**config.mk**
```make
export PLATFORM = sky130hd
export DESIGN_NAME = sca_clock_slot
export DESIGN_NICKNAME = d
export VERILOG_FILES = /design/src/hdl/sca_pkg.sv /design/src/hdl/sca_slot_assigner.sv /design/src/hdl/sca_clock_slot.sv
export SDC_FILE = /design/constraint.sdc
export NUM_CORES = 1
export LEC_CHECK = 0
export ABC_AREA = 0
export ABC_CLOCK_PERIOD_IN_PS = 5700
export BUFFER_PORTS_ARGS = -buffer_cell sky130_fd_sc_hd__buf_2
export CAP_MARGIN = 30
export CORE_MARGIN = 1.5
export CORE_UTILIZATION = 30
export DETAILED_ROUTE_END_ITERATION = 10
export GPL_TIMING_DRIVEN = 1
export PLACE_DENSITY = 0.46
export SKIP_LAST_GASP = 1
export SYNTH_ARGS = -nofsm -noshare
export SYNTH_HDL_FRONTEND = slang
export SYNTH_HIERARCHICAL = 1
export SYNTH_SLANG_ARGS = --single-unit
```
**constraint.sdc**
```tcl
create_clock -name sys_clk_i -period 5.7 [get_ports sys_clk_i]
set_input_delay 0.855 -clock sys_clk_i [delete_from_list [all_inputs] [get_ports sys_clk_i]]
set_output_delay 0.855 -clock sys_clk_i [all_outputs]
set_load 0.01 [all_outputs]
```
**src/hdl/sca_pkg.sv**
```systemverilog
// constants for the serial clock mode and slot assigner block
// Function
// - mode 3a: pin-fed generator, 16x recovery reference
// - mode 3b: generator output clocks both directions
// - mode 4: separate clocks, per-bit gate inputs
// - mode 5a: one pin clock, slots after frame sync
// - single slot, width 1 to 512, programmable position
// - or up to 32 masked 8-bit slots
// - independent directions, delay 1 to 1024 clocks
// - 5a with output enable: pin low in tx window
// - sync loads offset 1024-delay; 1024 starts duration
// - continuous: offset wraps to 0, sync restarts
// - non-continuous: offset halts at 1024 until sync
// - duration counter always runs to completion
// - mask enabled: width field ignored, 8-bit slots
// - mode 5b: masks forced, width fields ignored
// - mode 5b: own clocks, own octet syncs per direction
// - mode 5b: octets aligned to slot boundaries
// - mode 6: crystal generator; rx div16, tx 6a pin, 6b div16
// - mode 7: crystal generator; 7a recovered, 7b direct
package sca_pkg;
  // register offsets (byte addresses)
  localparam logic [7:0] OFS_CFG_LOW = 8'h00;
  localparam logic [7:0] OFS_CFG_HIGH = 8'h04;
  localparam logic [7:0] OFS_TX_SLOT = 8'h08;
  localparam logic [7:0] OFS_RX_SLOT = 8'h0c;
  localparam logic [7:0] OFS_TX_MASK = 8'h10;
  localparam logic [7:0] OFS_RX_MASK = 8'h14;
  localparam logic [7:0] OFS_RATE = 8'h18;
  localparam logic [7:0] OFS_STATUS = 8'h1c;
  // channel_config_low fields
  localparam int CFG_MODE_LSB = 0;
  localparam int CFG_SSEL_BIT = 3;
  localparam int CFG_TOE_BIT = 4;
  // channel_config_high field
  localparam int CFG_SCM_BIT = 0;
  // slot assign fields
  localparam int SA_CS_LSB = 0;
  localparam int SA_TSN_LSB = 3;
  localparam int SA_CC_LSB = 16;
  localparam int SA_MEN_BIT = 31;
  // reset values
  localparam logic [31:0] RST_CFG_LOW = 32'h0000_0000;
  localparam logic [31:0] RST_CFG_HIGH = 32'h0000_0000;
  localparam logic [31:0] RST_SLOT = 32'h0000_0000;
  localparam logic [31:0] RST_MASK = 32'h0000_0000;
  localparam logic [15:0] RST_RATE = 16'h0000;
  // clock mode numbers
  localparam logic [2:0] MODE_3 = 3'h3;
  localparam logic [2:0] MODE_4 = 3'h4;
  localparam logic [2:0] MODE_5 = 3'h5;
  localparam logic [2:0] MODE_6 = 3'h6;
  localparam logic [2:0] MODE_7 = 3'h7;
  // slot assigner counts
  localparam logic [10:0] OFF_MAX = 11'h400;
  localparam logic [9:0] OCTET_FRAME_LEN = 10'h100;
  localparam logic [3:0] REC_DIV_LAST = 4'hf;
endpackage

```
**src/hdl/sca_slot_assigner.sv**
```systemverilog
// one direction of the time slot assigner: offset and duration counters
`timescale 1ns/10ps
`default_nettype none
module sca_slot_assigner (
  // clock and reset
  input wire logic sys_clk_i,
  input wire logic rst_n_i,
  // bit clock and sync event
  input wire logic tick_i,
  input wire logic sync_i,
  // configuration
  input wire logic cont_i,
  input wire logic mask_en_i,
  input wire logic [10:0] delay_i,
  input wire logic [9:0] width_i,
  input wire logic [31:0] mask_i,
  // slot state
  output logic active_o,
  output logic octet_o
);
  logic [10:0] off_q;
  logic run_q;
  logic [9:0] pos_q;
  logic [9:0] len_q;
  logic hit;

  assign hit = tick_i && !sync_i && (off_q == sca_pkg::OFF_MAX - 11'h001);

  always_ff @(posedge sys_clk_i or negedge rst_n_i) begin
    if (!rst_n_i) begin
      off_q <= sca_pkg::OFF_MAX;
    end else if (tick_i) begin
      if (sync_i) begin
        off_q <= sca_pkg::OFF_MAX - delay_i;
      end else if (off_q != sca_pkg::OFF_MAX) begin
        off_q <= off_q + 11'h001;
      end else if (cont_i) begin
        off_q <= 11'h000;
      end
    end
  end

  always_ff @(posedge sys_clk_i or negedge rst_n_i) begin
    if (!rst_n_i) begin
      run_q <= 1'b0;
      pos_q <= 10'h000;
      len_q <= 10'h000;
    end else if (tick_i) begin
      if (run_q) begin
        if (pos_q == len_q - 10'h001) begin
          run_q <= 1'b0;
        end
        pos_q <= pos_q + 10'h001;
      end else if (hit) begin
        run_q <= 1'b1;
        pos_q <= 10'h000;
        len_q <= mask_en_i ? sca_pkg::OCTET_FRAME_LEN : width_i;
      end
    end
  end

  assign active_o = run_q && (!mask_en_i || mask_i[pos_q[7:3]]);
  assign octet_o = tick_i && active_o && (pos_q[2:0] == 3'h0);

  AST_OFFSET_RELOAD: assert property (@(posedge sys_clk_i)
    disable iff (!rst_n_i) tick_i && sync_i
    |=> off_q == sca_pkg::OFF_MAX - $past(delay_i))
    else $error("offset not reloaded from delay");
  AST_OFFSET_WRAP: assert property (@(posedge sys_clk_i)
    disable iff (!rst_n_i)
    tick_i && !sync_i && cont_i && off_q == sca_pkg::OFF_MAX
    |=> off_q == 11'h000)
    else $error("offset did not wrap in continuous mode");
  AST_OFFSET_HALT: assert property (@(posedge sys_clk_i)
    disable iff (!rst_n_i)
    !cont_i && off_q == sca_pkg::OFF_MAX && !(tick_i && sync_i)
    |=> off_q == sca_pkg::OFF_MAX)
    else $error("offset left maximum without sync");
  AST_RUN_THROUGH_SYNC: assert property (@(posedge sys_clk_i)
    disable iff (!rst_n_i)
    run_q && tick_i && sync_i && pos_q != len_q - 10'h001 |=> run_q)
    else $error("active slot cut by sync");
  AST_SLOT_WIDTH: assert property (@(posedge sys_clk_i)
    disable iff (!rst_n_i) hit && !run_q && !mask_en_i
    |=> run_q && len_q == $past(width_i) && pos_q == 10'h000)
    else $error("single slot width wrong");
  AST_MASK_LEN: assert property (@(posedge sys_clk_i)
    disable iff (!rst_n_i) hit && !run_q && mask_en_i
    |=> len_q == sca_pkg::OCTET_FRAME_LEN)
    else $error("mask mode length not 256");
endmodule
`default_nettype wire

```
**src/hdl/sca_clock_slot.sv**
```systemverilog
// clock source selection, per-bit gating and slot assigner for one channel
`timescale 1ns/10ps
`default_nettype none
module sca_clock_slot (
  // clock and reset
  input wire logic sys_clk_i,
  input wire logic rst_n_i,
  // register port
  input wire logic [7:0] reg_addr_i,
  input wire logic [31:0] reg_wdata_i,
  input wire logic reg_wr_i,
  input wire logic reg_rd_i,
  output logic [31:0] reg_rdata_o,
  // line pins
  input wire logic receive_clock_pin_i,
  input wire logic transmit_clock_pin_i,
  output logic transmit_clock_pin_o,
  output logic transmit_clock_pin_oe_o,
  input wire logic crystal_input_i,
  input wire logic frame_sync_in_i,
  input wire logic rx_octet_sync_i,
  input wire logic tx_octet_sync_i,
  input wire logic rx_gate_in_i,
  input wire logic tx_gate_in_i,
  // effective bit clocks to the serial channel
  output logic rx_clk_en_o,
  output logic tx_clk_en_o,
  output logic rx_slot_active_o,
  output logic tx_slot_active_o,
  output logic rx_octet_start_o,
  output logic tx_octet_start_o
);
  localparam int NPIN = 8;

  // configuration registers
  logic [31:0] cfg_low_q;
  logic [31:0] cfg_high_q;
  logic [31:0] tx_slot_assign_regs_q;
  logic [31:0] rx_slot_assign_regs_q;
  logic [31:0] tx_slot_mask_q;
  logic [31:0] rx_slot_mask_q;
  logic [15:0] rate_div_q;
  logic [31:0] rdata_q;

  // pin synchronisers and edge state
  logic [NPIN-1:0] pin_raw;
  logic [NPIN-1:0] pin_m_q;
  logic [NPIN-1:0] pin_s_q;
  logic [NPIN-1:0] pin_p_q;
  logic rxc_tick;
  logic txc_tick;
  logic xtal_tick;
  logic fsync_s;
  logic rosync_s;
  logic tosync_s;
  logic rgate_s;
  logic tgate_s;

  // rate generator and recovery
  logic [15:0] rate_cnt_q;
  logic [3:0] rec_cnt_q;
  logic gen_src;
  logic gen_tick;
  logic rec_tick;

  // mode decode
  logic [2:0] clock_mode_field;
  logic ssel;
  logic tx_clock_output_enable;
  logic slot_counter_mode;
  logic m3;
  logic m4;
  logic m5a;
  logic m5b;
  logic m6;
  logic m7;

  // per-direction slot clocks and sync
  logic rx_bit;
  logic tx_bit;
  logic rx_sync_lvl;
  logic tx_sync_lvl;
  logic rx_sync_prev_q;
  logic tx_sync_prev_q;
  logic rx_sync_ev;
  logic tx_sync_ev;
  logic rx_mask_enable;
  logic tx_mask_enable;
  logic [10:0] rx_delay;
  logic [10:0] tx_delay;
  logic [9:0] rx_slot_width;
  logic [9:0] tx_slot_width;
  logic rx_act;
  logic tx_act;
  logic rx_oct;
  logic tx_oct;
  logic tx_eff;

  // register writes
  always_ff @(posedge sys_clk_i or negedge rst_n_i) begin
    if (!rst_n_i) begin
      cfg_low_q <= sca_pkg::RST_CFG_LOW;
      cfg_high_q <= sca_pkg::RST_CFG_HIGH;
      tx_slot_assign_regs_q <= sca_pkg::RST_SLOT;
      rx_slot_assign_regs_q <= sca_pkg::RST_SLOT;
      tx_slot_mask_q <= sca_pkg::RST_MASK;
      rx_slot_mask_q <= sca_pkg::RST_MASK;
      rate_div_q <= sca_pkg::RST_RATE;
    end else if (reg_wr_i) begin
      case (reg_addr_i)
        sca_pkg::OFS_CFG_LOW: cfg_low_q <= {27'h0, reg_wdata_i[4:0]};
        sca_pkg::OFS_CFG_HIGH: cfg_high_q <= {31'h0, reg_wdata_i[0]};
        sca_pkg::OFS_TX_SLOT: tx_slot_assign_regs_q <= reg_wdata_i;
        sca_pkg::OFS_RX_SLOT: rx_slot_assign_regs_q <= reg_wdata_i;
        sca_pkg::OFS_TX_MASK: tx_slot_mask_q <= reg_wdata_i;
        sca_pkg::OFS_RX_MASK: rx_slot_mask_q <= reg_wdata_i;
        sca_pkg::OFS_RATE: rate_div_q <= reg_wdata_i[15:0];
        default: ;
      endcase
    end
  end

  // read data stand for exactly one cycle after the strobe
  always_ff @(posedge sys_clk_i or negedge rst_n_i) begin
    if (!rst_n_i) begin
      rdata_q <= 32'h0000_0000;
    end else if (reg_rd_i) begin
      case (reg_addr_i)
        sca_pkg::OFS_CFG_LOW: rdata_q <= cfg_low_q;
        sca_pkg::OFS_CFG_HIGH: rdata_q <= cfg_high_q;
        sca_pkg::OFS_TX_SLOT: rdata_q <= tx_slot_assign_regs_q;
        sca_pkg::OFS_RX_SLOT: rdata_q <= rx_slot_assign_regs_q;
        sca_pkg::OFS_TX_MASK: rdata_q <= tx_slot_mask_q;
        sca_pkg::OFS_RX_MASK: rdata_q <= rx_slot_mask_q;
        sca_pkg::OFS_RATE: rdata_q <= {16'h0, rate_div_q};
        sca_pkg::OFS_STATUS: rdata_q <= {30'h0, tx_act, rx_act};
        default: rdata_q <= 32'h0000_0000;
      endcase
    end else begin
      rdata_q <= 32'h0000_0000;
    end
  end
  assign reg_rdata_o = rdata_q;

  // field views
  assign clock_mode_field = cfg_low_q[sca_pkg::CFG_MODE_LSB +: 3];
  assign ssel = cfg_low_q[sca_pkg::CFG_SSEL_BIT];
  assign tx_clock_output_enable = cfg_low_q[sca_pkg::CFG_TOE_BIT];
  assign slot_counter_mode = cfg_high_q[sca_pkg::CFG_SCM_BIT];
  assign m3 = clock_mode_field == sca_pkg::MODE_3;
  assign m4 = clock_mode_field == sca_pkg::MODE_4;
  assign m5a = clock_mode_field == sca_pkg::MODE_5 && !ssel;
  assign m5b = clock_mode_field == sca_pkg::MODE_5 && ssel;
  assign m6 = clock_mode_field == sca_pkg::MODE_6;
  assign m7 = clock_mode_field == sca_pkg::MODE_7;

  // all pins come from outside: two flops, then a third for edges
  assign pin_raw = {tx_gate_in_i, rx_gate_in_i, tx_octet_sync_i,
                    rx_octet_sync_i, frame_sync_in_i, crystal_input_i,
                    transmit_clock_pin_i, receive_clock_pin_i};
  genvar gi;
  generate
    for (gi = 0; gi < NPIN; gi++) begin : g_pin
      always_ff @(posedge sys_clk_i or negedge rst_n_i) begin
        if (!rst_n_i) begin
          pin_m_q[gi] <= 1'b0;
          pin_s_q[gi] <= 1'b0;
          pin_p_q[gi] <= 1'b0;
        end else begin
          pin_m_q[gi] <= pin_raw[gi];
          pin_s_q[gi] <= pin_m_q[gi];
          pin_p_q[gi] <= pin_s_q[gi];
        end
      end
    end
  endgenerate
  // rising edges of the pin clocks act as bit ticks
  assign rxc_tick = pin_s_q[0] && !pin_p_q[0];
  assign txc_tick = pin_s_q[1] && !pin_p_q[1];
  assign xtal_tick = pin_s_q[2] && !pin_p_q[2];
  assign fsync_s = pin_s_q[3];
  assign rosync_s = pin_s_q[4];
  assign tosync_s = pin_s_q[5];
  assign rgate_s = pin_s_q[6];
  assign tgate_s = pin_s_q[7];

  // crystal feeds generator in 6 and 7
  assign gen_src = (m6 || m7) ? xtal_tick : (m3 ? rxc_tick : 1'b0);

  // plain divide by (rate_div+1); finer division lies elsewhere
  always_ff @(posedge sys_clk_i or negedge rst_n_i) begin
    if (!rst_n_i) begin
      rate_cnt_q <= 16'h0000;
    end else if (gen_src) begin
      if (rate_cnt_q >= rate_div_q) begin
        rate_cnt_q <= 16'h0000;
      end else begin
        rate_cnt_q <= rate_cnt_q + 16'h0001;
      end
    end
  end
  assign gen_tick = gen_src && (rate_cnt_q >= rate_div_q);

  // recovered clock is generator over 16
  always_ff @(posedge sys_clk_i or negedge rst_n_i) begin
    if (!rst_n_i) begin
      rec_cnt_q <= 4'h0;
    end else if (gen_tick) begin
      rec_cnt_q <= rec_cnt_q + 4'h1;
    end
  end
  assign rec_tick = gen_tick && (rec_cnt_q == sca_pkg::REC_DIV_LAST);

  // per-direction bit clocks before gating
  always_comb begin
    rx_bit = 1'b0;
    tx_bit = 1'b0;
    if (m3 || m7) begin
      // 3b and 7b use generator directly
      rx_bit = ssel ? gen_tick : rec_tick;
      tx_bit = ssel ? gen_tick : rec_tick;
    end else if (m4) begin
      rx_bit = rxc_tick;
      tx_bit = txc_tick;
    end else if (m5a) begin
      rx_bit = rxc_tick;
      tx_bit = rxc_tick;
    end else if (m5b) begin
      rx_bit = rxc_tick;
      tx_bit = txc_tick;
    end else if (m6) begin
      // rx generator over 16; tx 6a pin, 6b generator over 16
      rx_bit = rec_tick;
      tx_bit = ssel ? rec_tick : txc_tick;
    end
  end

  // octet syncs per direction in 5b
  assign rx_sync_lvl = m5b ? rosync_s : fsync_s;
  assign tx_sync_lvl = m5b ? tosync_s : fsync_s;

  always_ff @(posedge sys_clk_i or negedge rst_n_i) begin
    if (!rst_n_i) begin
      rx_sync_prev_q <= 1'b0;
      tx_sync_prev_q <= 1'b0;
    end else begin
      if (rx_bit) begin
        rx_sync_prev_q <= rx_sync_lvl;
      end
      if (tx_bit) begin
        tx_sync_prev_q <= tx_sync_lvl;
      end
    end
  end
  assign rx_sync_ev = rx_bit && rx_sync_lvl && !rx_sync_prev_q;
  assign tx_sync_ev = tx_bit && tx_sync_lvl && !tx_sync_prev_q;

  // delay 1 + number*8 + shift
  assign tx_delay = 11'h001 + {1'b0, tx_slot_assign_regs_q[9:3], 3'h0}
                    + {8'h00, tx_slot_assign_regs_q[2:0]};
  assign rx_delay = 11'h001 + {1'b0, rx_slot_assign_regs_q[9:3], 3'h0}
                    + {8'h00, rx_slot_assign_regs_q[2:0]};
  assign tx_slot_width = {1'b0, tx_slot_assign_regs_q[24:16]} + 10'h001;
  assign rx_slot_width = {1'b0, rx_slot_assign_regs_q[24:16]} + 10'h001;
  assign tx_mask_enable = tx_slot_assign_regs_q[sca_pkg::SA_MEN_BIT] || m5b;
  assign rx_mask_enable = rx_slot_assign_regs_q[sca_pkg::SA_MEN_BIT] || m5b;

  sca_slot_assigner u_rx_slot (
    .sys_clk_i(sys_clk_i),
    .rst_n_i(rst_n_i),
    .tick_i(rx_bit && (m5a || m5b)),
    .sync_i(rx_sync_ev),
    .cont_i(!slot_counter_mode),
    .mask_en_i(rx_mask_enable),
    .delay_i(rx_delay),
    .width_i(rx_slot_width),
    .mask_i(rx_slot_mask_q),
    .active_o(rx_act),
    .octet_o(rx_oct)
  );

  sca_slot_assigner u_tx_slot (
    .sys_clk_i(sys_clk_i),
    .rst_n_i(rst_n_i),
    .tick_i(tx_bit && (m5a || m5b)),
    .sync_i(tx_sync_ev),
    .cont_i(!slot_counter_mode),
    .mask_en_i(tx_mask_enable),
    .delay_i(tx_delay),
    .width_i(tx_slot_width),
    .mask_i(tx_slot_mask_q),
    .active_o(tx_act),
    .octet_o(tx_oct)
  );

  // slot modes gate clocks with slots
  // mode 4 gates clocks per bit
  assign rx_clk_en_o = rx_bit && (m4 ? rgate_s
                                : ((m5a || m5b) ? rx_act : 1'b1));
  assign tx_eff = tx_bit && (m4 ? tgate_s
                           : ((m5a || m5b) ? tx_act : 1'b1));
  assign tx_clk_en_o = tx_eff;
  assign rx_slot_active_o = rx_act && (m5a || m5b);
  assign tx_slot_active_o = tx_act && (m5a || m5b);
  assign rx_octet_start_o = rx_oct && m5b;
  assign tx_octet_start_o = tx_oct && m5b;

  // transmit pin driver; a pin that is an input stays released
  always_ff @(posedge sys_clk_i or negedge rst_n_i) begin
    if (!rst_n_i) begin
      transmit_clock_pin_o <= 1'b1;
      transmit_clock_pin_oe_o <= 1'b0;
    end else if (m5a && tx_clock_output_enable) begin
      transmit_clock_pin_o <= !tx_act;
      transmit_clock_pin_oe_o <= 1'b1;
    end else if (tx_clock_output_enable
                 && (m3 || m7 || (m6 && ssel))) begin
      // monitor image: one high sample per transmit bit
      transmit_clock_pin_o <= tx_bit;
      transmit_clock_pin_oe_o <= 1'b1;
    end else begin
      transmit_clock_pin_o <= 1'b1;
      transmit_clock_pin_oe_o <= 1'b0;
    end
  end

  AST_TX_WINDOW_PIN: assert property (@(posedge sys_clk_i)
    disable iff (!rst_n_i) m5a && tx_clock_output_enable && tx_act
    |=> transmit_clock_pin_oe_o && !transmit_clock_pin_o)
    else $error("transmit window not shown low on pin");
  AST_RX_ONLY_IN_SLOT: assert property (@(posedge sys_clk_i)
    disable iff (!rst_n_i) m5a && rx_clk_en_o |-> rx_slot_active_o)
    else $error("receive clock outside slot");
  AST_MODE4_GATE: assert property (@(posedge sys_clk_i)
    disable iff (!rst_n_i) m4 && !tgate_s |-> !tx_clk_en_o)
    else $error("transmit bit passed closed gate");
  AST_MODE3B_DIRECT: assert property (@(posedge sys_clk_i)
    disable iff (!rst_n_i) m3 && ssel
    |-> rx_clk_en_o == gen_tick && tx_clk_en_o == gen_tick)
    else $error("mode 3b clocks not from generator");
endmodule
`default_nettype wire

```
==> impl_metrics.toml <==
[outcome]
outcome = "finished, final reports clean"

[cts]
cts_buffers = 36
htreeDepth = 2
clockBufferDepth = 3
cts_resized = 0
cts_tree = "built"
worstSkewPairLatency_ns = 0.55
post-cts-setup-buffer-count = 0
cts-root-buf = "clkbuf_16"
clk_pin_slew_worst_paths_ns = 0.05
cts_hold_buffers = 0
clock-sinks = 289

[place]
post_dp_cell_area_um2 = 16900
finalWeightedCongestion = 0.812
place_hpwl_um = 32000
io_buffers = 91

[floorplanning]
ios = 92
start_util = 0.305
rows = 83
coreArea_um2 = 51700
die_y_um = 232
fp.dieW_um = 232
die_area_um2 = 54000

[global_routing]
track_usage = 0.170
grt_pass1_vias = 11600
grt_max_degree = 118
globalRouteOverflowTotal = 0
grt_pass1_wl_um = 70800
antenna_found_initial = 4

[logic_synthesis]
synth.most_common_cell = "dfrtp_1"
synth_area_leader_cell = "dfrtp_1"
ys.flop_type = "dfrtp_1"
ys_seq_area_frac = 0.458
synth_top_area_frac = 0.453
synth_cell_types = 90
syn_avg_cell_area_um2 = 10.9
synth_fp_nets = 1539
synthCells = 1453
yosysWarnings = 6
syn_area_um2 = 15800
synth_edf_count = 0
synthTopCellsByArea = "dfrtp_1 (45%), mux2_2 (7.0%), mux2_4 (5.7%)"
netlist_top_cells_count = "dfrtp_1 (286), mux2_2 (98), nand2_1 (94)"
synthArstFlopShare = 1.00
ys_ff_latch = 289

[hold_path]
hp-class = "primary input to async pin"

[worst_setup_path]
startpoint_type = "flip-flop"
worstSetupPathType = "flip-flop to output port"
endpoint_kind = "output port"
arrival_ns = 3.80
critPathMaxFanout = 18
required_ns = 4.85

[timing]
setup_violations = 0
hold_viol = 0
final.setup.tns_ns = 0
tightest_slew_ns = 0.972
skew_ns = 0.0111
maxSlewHeadroom = 0.352
fmax_mhz = 215
period_share = 0.817
hold_ws_ns = 0.257
drv_slew = 0
rsz0062_at_grt = "no"
period_minus_slack_ns = 4.66

[detailed_routing]
wirelength_um = 45500
viasPerCell = 5.18
wire_per_inst_um = 20.3
vias = 11600
ant_nets = 0
first_pass_iters = 5
drtIter0Drc = 816
drc = 0

[pwr]
power.leakage_nw = 8.19
p_per_area_nw_per_um2 = 261
irDropWorstVdd_uv = 172

[cells_and_area]
drive_above_1_share = 0.237
final_core_util = 0.350
nNetsFinal = 1614
area_growth_syn_to_layout_pct = 14.5
final_cell_area_um2 = 18100

[flow_run]
cap_violations = 0
-- cells in the final DEF (no fill, tap or decap), drive strengths merged, types with 4 or more instances in the layout --
master,n
and4,4
nor2,88
nand2,96
nand2b,30
buf,110
mux2,158
o31ai,5
or4,6
o21ai,69
and2,6
clkinv,6
dfrtp,286
a31oi,18
xnor2,59
nor2b,11
xor2,36
a21oi,52
nor3b,9
nand3,65
clkbuf,57
a22o,4
o211ai,5
inv,60
mux2i,22
o21a,4
nor4b,5
ha,34
a21o,5
or3,6
nand4,22
nor3,29
a22oi,58
and3,22
a2111oi,4
nand4b,4
nor4,18
mux4,14
a221oi,9
nand3b,4
-- worst paths after layout --
kind | start | end | slack, ns | depth (start not counted)
setup / recovery | u_tx_slot/pos_q[4] | tx_clk_en_o | 1.04 | 8
hold / removal | rst_n_i | pin_p_q[0] | 0.26 | 1
setup reg to reg | rate_cnt_q[0] | u_rx_slot/len_q[8] | 1.20 | 13
hold reg to reg | pin_m_q[3] | fsync_s | 0.34 | 0
max in group asynchronous | rst_n_i | u_rx_slot/len_q[1] | 4.29 | 2
min in group sys_clk_i | pin_m_q[3] | fsync_s | 0.34 | 0
-- critical path, stage by stage, from the launching register on --
cell and delay, ns:
dfrtp_1 0.96, mux2i_1 0.18, mux4_2 0.50, a32o_1 0.27, o21a_1 0.24, nor2_1 0.39
mux2i_1 0.14, a221oi_1 0.36, buf_2 0.21
-- flip-flops by register name, indices dropped and copies added (netlist names), 3 cells and up --
name / flops
cfg_low_q: 5
pin_m_q: 8
pin_p_q: 3
pin_s_q: 3
rate_cnt_q: 16
rate_div_q: 16
rec_cnt_q: 4
reg_rdata_o: 32
rx_slot_assign_regs_q: 32
rx_slot_mask_q: 32
tx_slot_assign_regs_q: 32
tx_slot_mask_q: 32
u_rx_slot/len_q: 10
u_rx_slot/off_q: 11
u_rx_slot/pos_q: 10
u_tx_slot/len_q: 10
u_tx_slot/off_q: 11
u_tx_slot/pos_q: 10
-- layer usage --
| layer | GRT usage | wire length, µm | vias to the layer above |
|---|---|---|---|
| met5 | 0 | 39 | - |
| met4 | 0.0450 | 737 | 6 |
| met3 | 0.0314 | 2100 | 49 |
| met2 | 0.255 | 19900 | 246 |
| met1 | 0.249 | 22700 | 5836 |
| li1 | - | - | 5446 |
-- final cells by class --
class                           count  area, µm²
Fill cell                        5212      33600
Sequential cell                   289       7240
Antenna cell                        1       2.50
Clock inverter                      9       77.6
Timing Repair Buffer              110        624
Clock buffer                       57       1080
Tap cell                          680        851
Multi-Input combinational cell   1033       8000
Inverter                           58        218
-- power by group --
group	internal [mW]	switching (mW)	leakage, nW	total [mW]
Combinational	0.121	0.159	3.68	0.280
Sequential	2.11	0.0660	3.94	2.18
Clock	1.35	0.908	0.574	2.26
-- metrics by stage --
| stage | cells | total power [mW] | setup WS (ns) |
|---|---|---|---|
| after global placement | 2167 | 2.49 | 1.53 |
| after CTS | 2236 | 4.80 | 1.01 |
| after detailed placement | 2170 | 2.50 | 1.24 |
| after floorplan | 1453 | 2.35 | 2.44 |
| after global routing | 2236 | 4.90 | 0.850 |
| final | 2237 | 4.71 | 1.04 |
-- cell families (layout without fill, tap and decap cells) --
group                      Yosys count  after routing  share of synthesized area
buffers and inverters              131            234                     0.0370
and+or+nand+nor                    437            437                      0.148
other                                0              1                          0
DFF                                289            289                      0.458
AOI/OAI and AO/OA                  273            273                      0.116
muxes                              194            194                      0.161
adders and majority gates           34             34                     0.0269
xor gates and xnor gates            95             95                     0.0527
Power figures use the tool's default switching activity.
